--- config.mk ---
export PLATFORM = sky130hd
export DESIGN_NAME = basic_timer
export DESIGN_NICKNAME = d
export VERILOG_FILES = /design/src/timer_prescaler.v /design/src/basic_timer.v
export VERILOG_INCLUDE_DIRS = /design/src /design/src/shared
export SDC_FILE = /design/constraint.sdc
export NUM_CORES = 1
export LEC_CHECK = 0
export ABC_AREA = 1
export BUFFER_PORTS_ARGS = -buffer_cell sky130_fd_sc_hd__clkbuf_2
export CELL_PAD_IN_SITES_DETAIL_PLACEMENT = 0
export CELL_PAD_IN_SITES_GLOBAL_PLACEMENT = 1
export CORE_ASPECT_RATIO = 1.5
export CORE_MARGIN = 2
export CORE_UTILIZATION = 38
export DETAILED_ROUTE_END_ITERATION = 8
export GPL_ROUTABILITY_DRIVEN = 0
export PLACE_DENSITY = 0.75
export SLEW_MARGIN = 0
export SYNTH_ARGS = -nofsm -noshare
export SYNTH_HDL_FRONTEND = slang
export SYNTH_HIERARCHICAL = 1
export SYNTH_SLANG_ARGS = --single-unit
--- constraint.sdc ---
create_clock -name clk_in -period 2 [get_ports clk_in]
set_input_delay 0.3 -clock clk_in [delete_from_list [all_inputs] [get_ports clk_in]]
set_output_delay 0.3 -clock clk_in [all_outputs]
set_load 0.01 [all_outputs]
--- src/shared/basic_timer_consts.vh ---
`ifndef BASIC_TIMER_CONSTS_VH
`define BASIC_TIMER_CONSTS_VH

`define TMR_ADDR_CTL_MAIN 12'h000
`define TMR_ADDR_CTL_TRIG 12'h004
`define TMR_ADDR_IRQ_DMA_EN 12'h00c
`define TMR_ADDR_FLAG 12'h010
`define TMR_ADDR_SW_EVENT 12'h014
`define TMR_ADDR_COUNT 12'h024
`define TMR_ADDR_PRESCALE 12'h028
`define TMR_ADDR_RELOAD 12'h02c
`define TMR_ADDR_REPEAT 12'h030

`define TMR_BIT_RUN 0
`define TMR_BIT_UPD_DIS 1
`define TMR_BIT_UPD_SRC 2
`define TMR_BIT_ONE_SHOT 3
`define TMR_BIT_RELOAD_SHADOW 7
`define TMR_MMODE_HI 6
`define TMR_MMODE_LO 4
`define TMR_BIT_IRQ_EN 0
`define TMR_BIT_DMA_EN 8
`define TMR_BIT_UPD_FLAG 0
`define TMR_BIT_UPD_GEN 0

`define TMR_MMODE_RESET 3'h0
`define TMR_MMODE_ENABLE 3'h1
`define TMR_MMODE_UPDATE 3'h2

`define TMR_RESET_VALUE 16'h0000

`endif

--- src/timer_prescaler.v ---
`timescale 1ns/10ps
`default_nettype none
// ----------------------------------------------------------------
// prescaler: one-cycle tick every (divide_value + 1) enabled cycles
// ----------------------------------------------------------------
module timer_prescaler #(
  parameter WIDTH = 16
) (
  // clock and reset
  input wire clk_in,
  input wire rst_in,
  // control
  input wire enable_in,
  input wire clear_in,
  input wire [WIDTH-1:0] divide_value_in,
  // tick
  output reg tick_out
);

  reg [WIDTH-1:0] count_q;

  always @(posedge clk_in) begin
    if (rst_in || clear_in) begin
      count_q <= {WIDTH{1'b0}};
      tick_out <= 1'b0;
    end else if (enable_in) begin
      if (count_q >= divide_value_in) begin
        count_q <= {WIDTH{1'b0}};
        tick_out <= 1'b1;
      end else begin
        count_q <= count_q + {{(WIDTH-1){1'b0}}, 1'b1};
        tick_out <= 1'b0;
      end
    end else begin
      tick_out <= 1'b0;
    end
  end

endmodule // timer_prescaler
`default_nettype wire

--- src/basic_timer.v ---
`timescale 1ns/10ps
`default_nettype none
`include "basic_timer_consts.vh"
module basic_timer (
  // clock and reset
  input wire clk_in,
  input wire rst_in,
  // apb slave
  input wire psel_in,
  input wire penable_in,
  input wire pwrite_in,
  input wire [11:0] paddr_in,
  input wire [31:0] pwdata_in,
  output reg [31:0] prdata_out,
  output reg pready_out,
  output reg pslverr_out,
  // debug halt from the core, asynchronous
  input wire debug_halt_in,
  input wire debug_freeze_bit_in,
  // events
  output reg update_irq_out,
  output reg update_dma_req_out,
  output reg trigger_output_out,
  output reg [15:0] count_out
);

  // ----------------------------------------------------------------
  // registers
  // ----------------------------------------------------------------
  reg [15:0] ctl_main_q;
  reg [2:0] master_mode_q;
  reg irq_en_q;
  reg dma_en_q;
  reg update_flag_q;
  reg [15:0] count_q;
  reg [15:0] prescale_pre_q;
  reg [15:0] prescale_act_q;
  reg [15:0] reload_pre_q;
  reg [15:0] reload_act_q;
  reg [7:0] repeat_pre_q;
  reg [7:0] repeat_act_q;
  reg upd_gen_q;
  reg halt_meta_q;
  reg halt_sync_q;
  reg freeze_meta_q;
  reg freeze_sync_q;
  reg [31:0] rdata_d;
  reg addr_ok_d;

  wire setup = psel_in && !penable_in;
  wire wr_setup = setup && pwrite_in;
  wire run = ctl_main_q[`TMR_BIT_RUN];
  wire upd_dis = ctl_main_q[`TMR_BIT_UPD_DIS];
  wire upd_src = ctl_main_q[`TMR_BIT_UPD_SRC];
  wire one_shot = ctl_main_q[`TMR_BIT_ONE_SHOT];
  wire shadow_on = ctl_main_q[`TMR_BIT_RELOAD_SHADOW];
  wire frozen = halt_sync_q && freeze_sync_q;
  wire [15:0] reload_use = shadow_on ? reload_act_q : reload_pre_q;
  wire tick;

  // ----------------------------------------------------------------
  // debug synchronisers
  // ----------------------------------------------------------------
  always @(posedge clk_in) begin
    if (rst_in) begin
      halt_meta_q <= 1'b0;
      halt_sync_q <= 1'b0;
      freeze_meta_q <= 1'b0;
      freeze_sync_q <= 1'b0;
    end else begin
      halt_meta_q <= debug_halt_in;
      halt_sync_q <= halt_meta_q;
      freeze_meta_q <= debug_freeze_bit_in;
      freeze_sync_q <= freeze_meta_q;
    end
  end

  // ----------------------------------------------------------------
  // prescaler and events
  // ----------------------------------------------------------------
  timer_prescaler #(
    .WIDTH(16)
  ) u_prescaler (
    .clk_in(clk_in),
    .rst_in(rst_in),
    .enable_in(run && !frozen),
    .clear_in(upd_gen_q),
    .divide_value_in(prescale_act_q),
    .tick_out(tick)
  );

  // the prescaler tick is registered one cycle behind its enable, so a
  // tick launched in the last running cycle must not move the counter
  wire step = tick && run && !frozen;
  wire overflow = step && (count_q >= reload_use);
  wire sw_update = upd_gen_q;
  wire update_ev = (overflow || sw_update) && !upd_dis;
  wire irq_ev = upd_src ? (overflow && !upd_dis) : update_ev;

  // ----------------------------------------------------------------
  // counter and shadows
  // ----------------------------------------------------------------
  always @(posedge clk_in) begin
    if (rst_in) begin
      count_q <= `TMR_RESET_VALUE;
      prescale_act_q <= `TMR_RESET_VALUE;
      reload_act_q <= `TMR_RESET_VALUE;
      repeat_act_q <= 8'h00;
    end else begin
      if (sw_update) begin
        count_q <= 16'h0000;
      end else if (wr_setup && paddr_in == `TMR_ADDR_COUNT) begin
        count_q <= pwdata_in[15:0];
      end else if (overflow) begin
        count_q <= 16'h0000;
      end else if (step) begin
        count_q <= count_q + 16'h0001;
      end
      if (update_ev) begin
        prescale_act_q <= prescale_pre_q;
        reload_act_q <= reload_pre_q;
        repeat_act_q <= repeat_pre_q;
      end
    end
  end

  // ----------------------------------------------------------------
  // software registers
  // ----------------------------------------------------------------
  always @(posedge clk_in) begin
    if (rst_in) begin
      ctl_main_q <= `TMR_RESET_VALUE;
      master_mode_q <= `TMR_MMODE_RESET;
      irq_en_q <= 1'b0;
      dma_en_q <= 1'b0;
      update_flag_q <= 1'b0;
      prescale_pre_q <= `TMR_RESET_VALUE;
      reload_pre_q <= `TMR_RESET_VALUE;
      repeat_pre_q <= 8'h00;
      upd_gen_q <= 1'b0;
    end else begin
      upd_gen_q <= 1'b0;
      if (wr_setup) begin
        case (paddr_in)
          `TMR_ADDR_CTL_MAIN: ctl_main_q <= {8'h00, pwdata_in[7], 3'h0,
            pwdata_in[3:0]};
          `TMR_ADDR_CTL_TRIG: master_mode_q <=
            pwdata_in[`TMR_MMODE_HI:`TMR_MMODE_LO];
          `TMR_ADDR_IRQ_DMA_EN: begin
            irq_en_q <= pwdata_in[`TMR_BIT_IRQ_EN];
            dma_en_q <= pwdata_in[`TMR_BIT_DMA_EN];
          end
          `TMR_ADDR_FLAG: begin
            if (!pwdata_in[`TMR_BIT_UPD_FLAG]) begin
              update_flag_q <= 1'b0;
            end
          end
          `TMR_ADDR_SW_EVENT: upd_gen_q <= pwdata_in[`TMR_BIT_UPD_GEN];
          `TMR_ADDR_PRESCALE: prescale_pre_q <= pwdata_in[15:0];
          `TMR_ADDR_RELOAD: reload_pre_q <= pwdata_in[15:0];
          `TMR_ADDR_REPEAT: repeat_pre_q <= pwdata_in[7:0];
          default: begin
          end
        endcase
      end
      if (irq_ev) begin
        update_flag_q <= 1'b1;
      end
      if (overflow && one_shot && !upd_dis) begin
        ctl_main_q[`TMR_BIT_RUN] <= 1'b0;
      end
    end
  end

  // ----------------------------------------------------------------
  // read decode
  // ----------------------------------------------------------------
  // zero-extends a sixteen-bit register onto the read bus
  function [31:0] word16;
    input [15:0] value;
    begin
      word16 = {16'h0000, value};
    end
  endfunction

  always @* begin
    rdata_d = 32'h0000_0000;
    addr_ok_d = 1'b1;
    case (paddr_in)
      `TMR_ADDR_CTL_MAIN: rdata_d = word16(ctl_main_q);
      `TMR_ADDR_CTL_TRIG: rdata_d = {25'h0, master_mode_q, 4'h0};
      `TMR_ADDR_IRQ_DMA_EN: rdata_d = {23'h0, dma_en_q, 7'h0, irq_en_q};
      `TMR_ADDR_FLAG: rdata_d = {31'h0, update_flag_q};
      `TMR_ADDR_SW_EVENT: rdata_d = 32'h0000_0000;
      `TMR_ADDR_COUNT: rdata_d = word16(count_q);
      `TMR_ADDR_PRESCALE: rdata_d = word16(prescale_pre_q);
      `TMR_ADDR_RELOAD: rdata_d = word16(reload_pre_q);
      `TMR_ADDR_REPEAT: rdata_d = {24'h0, repeat_pre_q};
      default: addr_ok_d = 1'b0;
    endcase
  end

  // ----------------------------------------------------------------
  // apb answer and outputs
  // ----------------------------------------------------------------
  always @(posedge clk_in) begin
    if (rst_in) begin
      prdata_out <= 32'h0000_0000;
      pready_out <= 1'b0;
      pslverr_out <= 1'b0;
      update_irq_out <= 1'b0;
      update_dma_req_out <= 1'b0;
      trigger_output_out <= 1'b0;
      count_out <= 16'h0000;
    end else begin
      pready_out <= setup;
      pslverr_out <= setup && !addr_ok_d;
      prdata_out <= (setup && !pwrite_in) ? rdata_d : 32'h0000_0000;
      update_irq_out <= irq_en_q && (update_flag_q || irq_ev);
      update_dma_req_out <= dma_en_q && irq_ev;
      count_out <= count_q;
      case (master_mode_q)
        `TMR_MMODE_RESET: trigger_output_out <= sw_update;
        `TMR_MMODE_ENABLE: trigger_output_out <= run;
        `TMR_MMODE_UPDATE: trigger_output_out <= update_ev;
        default: trigger_output_out <= 1'b0;
      endcase
    end
  end

endmodule // basic_timer
`default_nettype wire

---- Yosys cells after proc, flatten, opt, wreduce, memory -nomap -nowiden ----
Index checks and enable logic that the tools add are counted.
operators by class
  reductions and logical operators ........ 42
  magnitude comparators ................... 2
  bitwise operators ....................... 4
  add/subtract/negate cells ............... 2
  eq/ne operators ......................... 11
  muxes and demuxes ....................... 14
operators with widths
  kind                                                               number
  16-bit case mux with 8 select lines                                1
  16-bit 2-to-1 mux                                                  5
  12-bit by 6-bit == test with 1-bit output (second input constant)  4
  16-bit by 1-bit adder with 16-bit output (second input constant)   2
  16-bit >= comparator                                               2
  12-bit by 5-bit == test with 1-bit output (second input constant)  2
  1-bit logical AND                                                  16
  12-bit by 3-bit == test with 1-bit output (second input constant)  1
  12-bit by 4-bit == test with 1-bit output (second input constant)  1
  12-bit zero test                                                   1
  2-bit AND reduction                                                6
  9-bit OR reduction                                                 1
  2-bit OR reduction                                                 4
  1-bit 2-to-1 mux                                                   7
  1-bit zero test                                                    5
  1-bit NOT                                                          4
  2-bit nonzero test                                                 2
  3-bit by 1-bit == test with 1-bit output (second input constant)   1
  3-bit by 2-bit == test with 1-bit output (second input constant)   1
  3-bit zero test                                                    1
  1-bit logical OR                                                   3
  1-bit case mux with 3 select lines                                 1
  3-bit AND reduction                                                1
  3-bit nonzero test                                                 1
  2 further kinds                                                    2
storage, ports and cells
  logic and storage cells ................. 101
  bits in registers ....................... 174

---- Longest topological paths before layout ----
  word-level depth ........................ 9
  depth in mapped cells ................... 18

---- By module ----
Netlist, hierarchy kept.
modules (own cells, without submodules)
  module           cells an instance  times used  sequential area each (sq um)  area an instance (sq um)
  basic_timer      880                1           2,822.7                       6,676.4
  timer_prescaler  181                1           340.3                         1,270.0

---- Worst setup path before layout ----
OpenSTA, ideal clock, no wires.
  path type ............................... register to register
  from .................................... register ctl_main_q[7]
  to ...................................... register prescale_act_q[0]
  data arrival time ....................... 2.032 ns
  cell stages (with the launch flop) ...... 18
  data required time ...................... 1.930 ns
  period minus slack after synthesis ...... 2.102 ns
  path slack .............................. -0.102 ns
  path buffers ............................ 2
  cells stage by stage .................... dfxtp_1 inv_1 clkbuf_1 nand2_1 o21ai_0 ha_1 nand2_1 inv_1 nand2_1 nand2_1 nor2_1 nand2_1 nand2_1 nand2_2 nand3_4 buf_2 nand3_1 a21oi_1
on the way
  word-level cells in the longest chain between the ends .. 5
ends and longest elaborated chain
  item                    line               RTL
  start, declared         basic_timer.v:30   reg [15:0] ctl_main_q;
  start signal, assigned  basic_timer.v:132  ctl_main_q <= `TMR_RESET_VALUE;
  start signal, assigned  basic_timer.v:145  `TMR_ADDR_CTL_MAIN: ctl_main_q <= {8'h00, pwdata_in[7], 3'h0,
  16-bit 2-to-1 mux       basic_timer.v:58   wire [15:0] reload_use = shadow_on ? reload_act_q : reload_pre_q;
  16-bit >= comparator    basic_timer.v:95   wire overflow = step && (count_q >= reload_use);
  1-bit logical AND       basic_timer.v:95
  1-bit logical OR        basic_timer.v:97   wire update_ev = (overflow || sw_update) && !upd_dis;
  1-bit logical AND       basic_timer.v:97
  end signal, assigned    basic_timer.v:106  prescale_act_q <= `TMR_RESET_VALUE;
  end signal, assigned    basic_timer.v:120  prescale_act_q <= prescale_pre_q;
  end, declared           basic_timer.v:37   reg [15:0] prescale_act_q;
No other way between the ends.
A chain may end at the register's enable or synchronous reset.

---- Final worst setup path ----
  from .................................... register ctl_main_q[7]
  to ...................................... register prescale_act_q[13]
The elaborated chain is that of the path after synthesis.

==> metrics.txt <==
number of vias in the routed layout=7203; post-route worst setup slack=-0.116 ns; LEAKAGE=3.98 nW; cell occurring most often along the worst timing path=sky130_fd_sc_hd__nand2_1; worst hold-check path type=input port to register; simple-gate share of the synthesized area=24.9%; Top FF cell, synth=sky130_fd_sc_hd__dfxtp_1; global-route met2 utilization=38.1%; Buf+Inv Stages, Crit Path=3; share of synthesized area spent on multiplexers=less than 1%; endpoint class of the critical path=register; post-detail-place hpwl=~17 mm; global router's overall resource usage=21.1%; number of clock buffers inserted by TritonCTS=17; die boundary height=181 um; Nets=1264; critical path class=register to register; design internal power=5.10 mW; GR met1 Demand/Resource=25.1%; Routed WL per cell=roughly 15 um; area growth from synthesis to final layout=20.7%; Slew Limit Headroom=a little under three fifths; Setup WS pre-CTS=-0.361 ns; Clock Tree Buf Depth=2; complex-gate fraction of the synthesized area=between 15 and 20%; drt via density=~4.9; Yosys warning count=6; number of cell rows=64; power density over the cells=696 mW/mm^2; number of enable-type register cells in the synthesized netlist=0; hold violation count in the final report=0; status=complete, but fails checks; CTS root buffer=sky130_fd_sc_hd__clkbuf_16; final max-slew violation count=0; clock input transition at the sequential cells of the worst setup and hold paths=0.06 ns; largest family of logic cells by synthesized area=simple AND/OR/NAND/NOR gates; Critical Path Fanout Max=36; Starting DRT DRC Count=around 350; Synth Area in XOR/XNOR=roughly 1.2%; sequential cell fraction of total power=a little under half; flip-flop and latch count after synthesis=158; clock latency reported for the late side of the worst-skew pair=between 0.4 and 0.5 ns; relative contribution of combinational cells to total power=between 3 and 4%; synth cell count leaders=160 x sky130_fd_sc_hd__nand2_1, 158 x sky130_fd_sc_hd__dfxtp_1, 138 x sky130_fd_sc_hd__inv_1; width of the die=approximately 120 um; met3 capacity usage during global routing=3.22%; dominant delay contributor by cell family on the critical path=simple AND/OR/NAND/NOR gates; number of fill cells=2166; violations in the final reports=negative setup slack; starting density of the core=38.8%; # IOs=roughly 100; most frequent cell after synthesis=sky130_fd_sc_hd__nand2_1; unrepaired setup endpoints after global routing=true; clock period minus final worst setup slack=2.12 ns; biggest cell delay along the critical path=0.41 ns; sort of element at the start of the critical path=register; worst endpoint required time=2.37 ns; Max Cap Violations=0; number of global-route vias before repair=7074; cell area after synthesis=just under 0.008 mm^2; Avg Cell Area, Syn=7.49 um^2; Most Crowded Layer GR=met2; global-route congestion overflow total=0; worst IR drop on VDD=0.593 mV; summed area of non-filler cells in the final layout=0.00959 mm^2; total setup violations reported at the end of the flow=52; Port Buffer Count=71; antenna diode count=0; largest net degree at the start of global routing=51; TritonRoute pass-1 iters=5; Highest Clock Rate=about 470 MHz; CTS tree=yes; Die Area=0.0221 mm^2; synthesized instance count=1061; part of the Yosys area used for sequential elements=39.8%; area share of the largest cell type after synthesis=between 30% and 40%; antenna violations before repair=0; total net switching power=1.58 mW; data arrival time of the critical path=2.49 ns; number of different library cells in the post-synthesis netlist=49; Clock Sinks=between 150 and 200; global-route wire length before repair=~36 mm; Worst Tran Pin Value=0.672 ns; cell type with the highest aggregate area in the netlist=sky130_fd_sc_hd__dfxtp_1; Async SR Flop Fraction=0%; adder-cell share of the synthesized area=around 5.4%; Placed Instance Area=0.00886 mm^2; DRC=0; library cell contributing the largest single delay on the critical path=sky130_fd_sc_hd__dfxtp_4; Final period util=106%; leading post-synthesis cells by cell area=sky130_fd_sc_hd__dfxtp_1 40%, sky130_fd_sc_hd__a21oi_1 7.6%, sky130_fd_sc_hd__nand2_1 7.6%; switch share=a little under a quarter; Clk pwr share=49.6%; clock skew after layout=about 0.018 ns; Max H-tree Level=4; placeable core region=0.0205 mm^2; list of cells traversed by the critical path=inv_8, nand2_1, o21ai_1, ha_1, nand2_1, inv_1, nand2_1, nand2_1, nor2_1, nand2_1, nand2_1, nand2_2, nand3_4, buf_12, nand3_1, a21oi_2; count of antenna-violating nets left after detailed routing=0; share of post-route cells with drive strength above 1=22.0%; DRT Wirelength=22.5 mm
## repair_timing
item                                    CTS  global route
endpoints found under the hold margin     0             0
cloned                                    1             0
gates resized for setup                  24            19
hold buffers                              0             0
setup buffers                             2             0
pin swaps                                 3             5
endpoints found under the setup margin   53            53
## flip-flops by register name, summed over array words and instances (netlist names), 3 cells and up
register / flops
master_mode_q: 3
count_out: 16
prescale_act_q: 16
reload_act_q: 16
count_q: 16
reload_pre_q: 16
repeat_pre_q: 8
u_prescaler/count_q: 16
prdata_out: 16
ctl_main_q: 5
prescale_pre_q: 16
## power groups by stage
stage | clock [mW] | combinational [mW] | sequential [mW]
floorplan | 0 | 0.134 | 3.22
global placement | 0 | 0.209 | 3.22
detailed placement | 0 | 0.210 | 3.22
CTS | 3.38 | 0.210 | 3.15
global route | 3.49 | 0.233 | 3.15
finish | 3.31 | 0.213 | 3.15
## routing by layer
metal | share of wire (%) | vias to the layer above
met5 | 0 | -
met4 | 1.9 | 0
met3 | 3.5 | 28
met2 | 53 | 152
met1 | 42 | 3349
li1 | - | 3674
## worst paths after layout
kind	cells after the start	slack, ns	from	to
min	3	0.05	debug_halt_in	halt_meta_q$_SDFF_PP0_
max reg2reg	16	-0.12	ctl_main_q[7]$_SDFFE_PP0P_	prescale_act_q[13]$_SDFFE_PP0P_
max	16	-0.12	ctl_main_q[7]$_SDFFE_PP0P_	prescale_act_q[13]$_SDFFE_PP0P_
min reg2reg	2	0.40	freeze_meta_q$_SDFF_PP0_	freeze_sync_q$_SDFF_PP0_
## metrics by stage
step	util, %	instances	power [mW]	hold slack [ns]	TNS [ns]
after detailed placement	43.2	1421	3.43	0.396	-15.22
after global placement	43.2	1421	3.43	0.391	-14.95
after floorplan	-	1076	3.36	0.388	0
after CTS	46.4	1456	6.74	0.0368	-2.82
final	46.8	1456	6.68	0.0539	-3.62
after global routing	46.8	1456	6.87	0.0563	-12.35
## kinds of logic (layout without fill, tap and decap cells)
group,Yosys count,after routing
buf+inv,210,326
simple gates,400,400
other cells,1,16
xor+xnor,11,11
fa+ha+maj,34,34
flops,158,158
mux,1,1
compound gates,246,246
## tightest hold or removal path, cell delays in order
cell	delay, ns
sky130_fd_sc_hd__clkbuf_2	0.08
sky130_fd_sc_hd__inv_1	0.04
sky130_fd_sc_hd__nor2_1	0.03
## layout by cell type, fill, tap and decap left out, types with 7 or more instances in the layout
master	netlist	final
sky130_fd_sc_hd__inv_1	138	137
sky130_fd_sc_hd__a21oi_2	1	16
sky130_fd_sc_hd__nor3_1	14	13
sky130_fd_sc_hd__a21oi_1	120	105
sky130_fd_sc_hd__nand3_2	6	7
sky130_fd_sc_hd__o21ai_1	8	20
sky130_fd_sc_hd__o22ai_1	11	11
sky130_fd_sc_hd__buf_4	19	64
sky130_fd_sc_hd__inv_2	11	11
sky130_fd_sc_hd__dfxtp_1	158	157
sky130_fd_sc_hd__nor2_2	8	7
sky130_fd_sc_hd__nand4_1	9	9
sky130_fd_sc_hd__xor2_1	9	9
sky130_fd_sc_hd__clkbuf_16	0	17
sky130_fd_sc_hd__nand3_1	76	75
sky130_fd_sc_hd__nand2_2	9	9
sky130_fd_sc_hd__ha_1	34	34
sky130_fd_sc_hd__nor2_1	81	81
sky130_fd_sc_hd__o21ai_0	91	77
sky130_fd_sc_hd__conb_1	1	16
sky130_fd_sc_hd__nand2_1	160	160
sky130_fd_sc_hd__nor2_4	14	15
sky130_fd_sc_hd__clkbuf_2	0	71
## cell type report
cell class	instances	area [um^2]	share of cell area, %
well taps	264	330	3.45
clock inverters	13	154	1.61
flip-flops and latches	158	3170	33.0
clock buffers	19	443	4.62
repair inverters	1	8.76	0.0913
inverters	151	584	6.09
multi-input cells	708	3950	41.2
repair buffers	142	950	9.90
No activity file was read; power rests on OpenSTA's default activity.
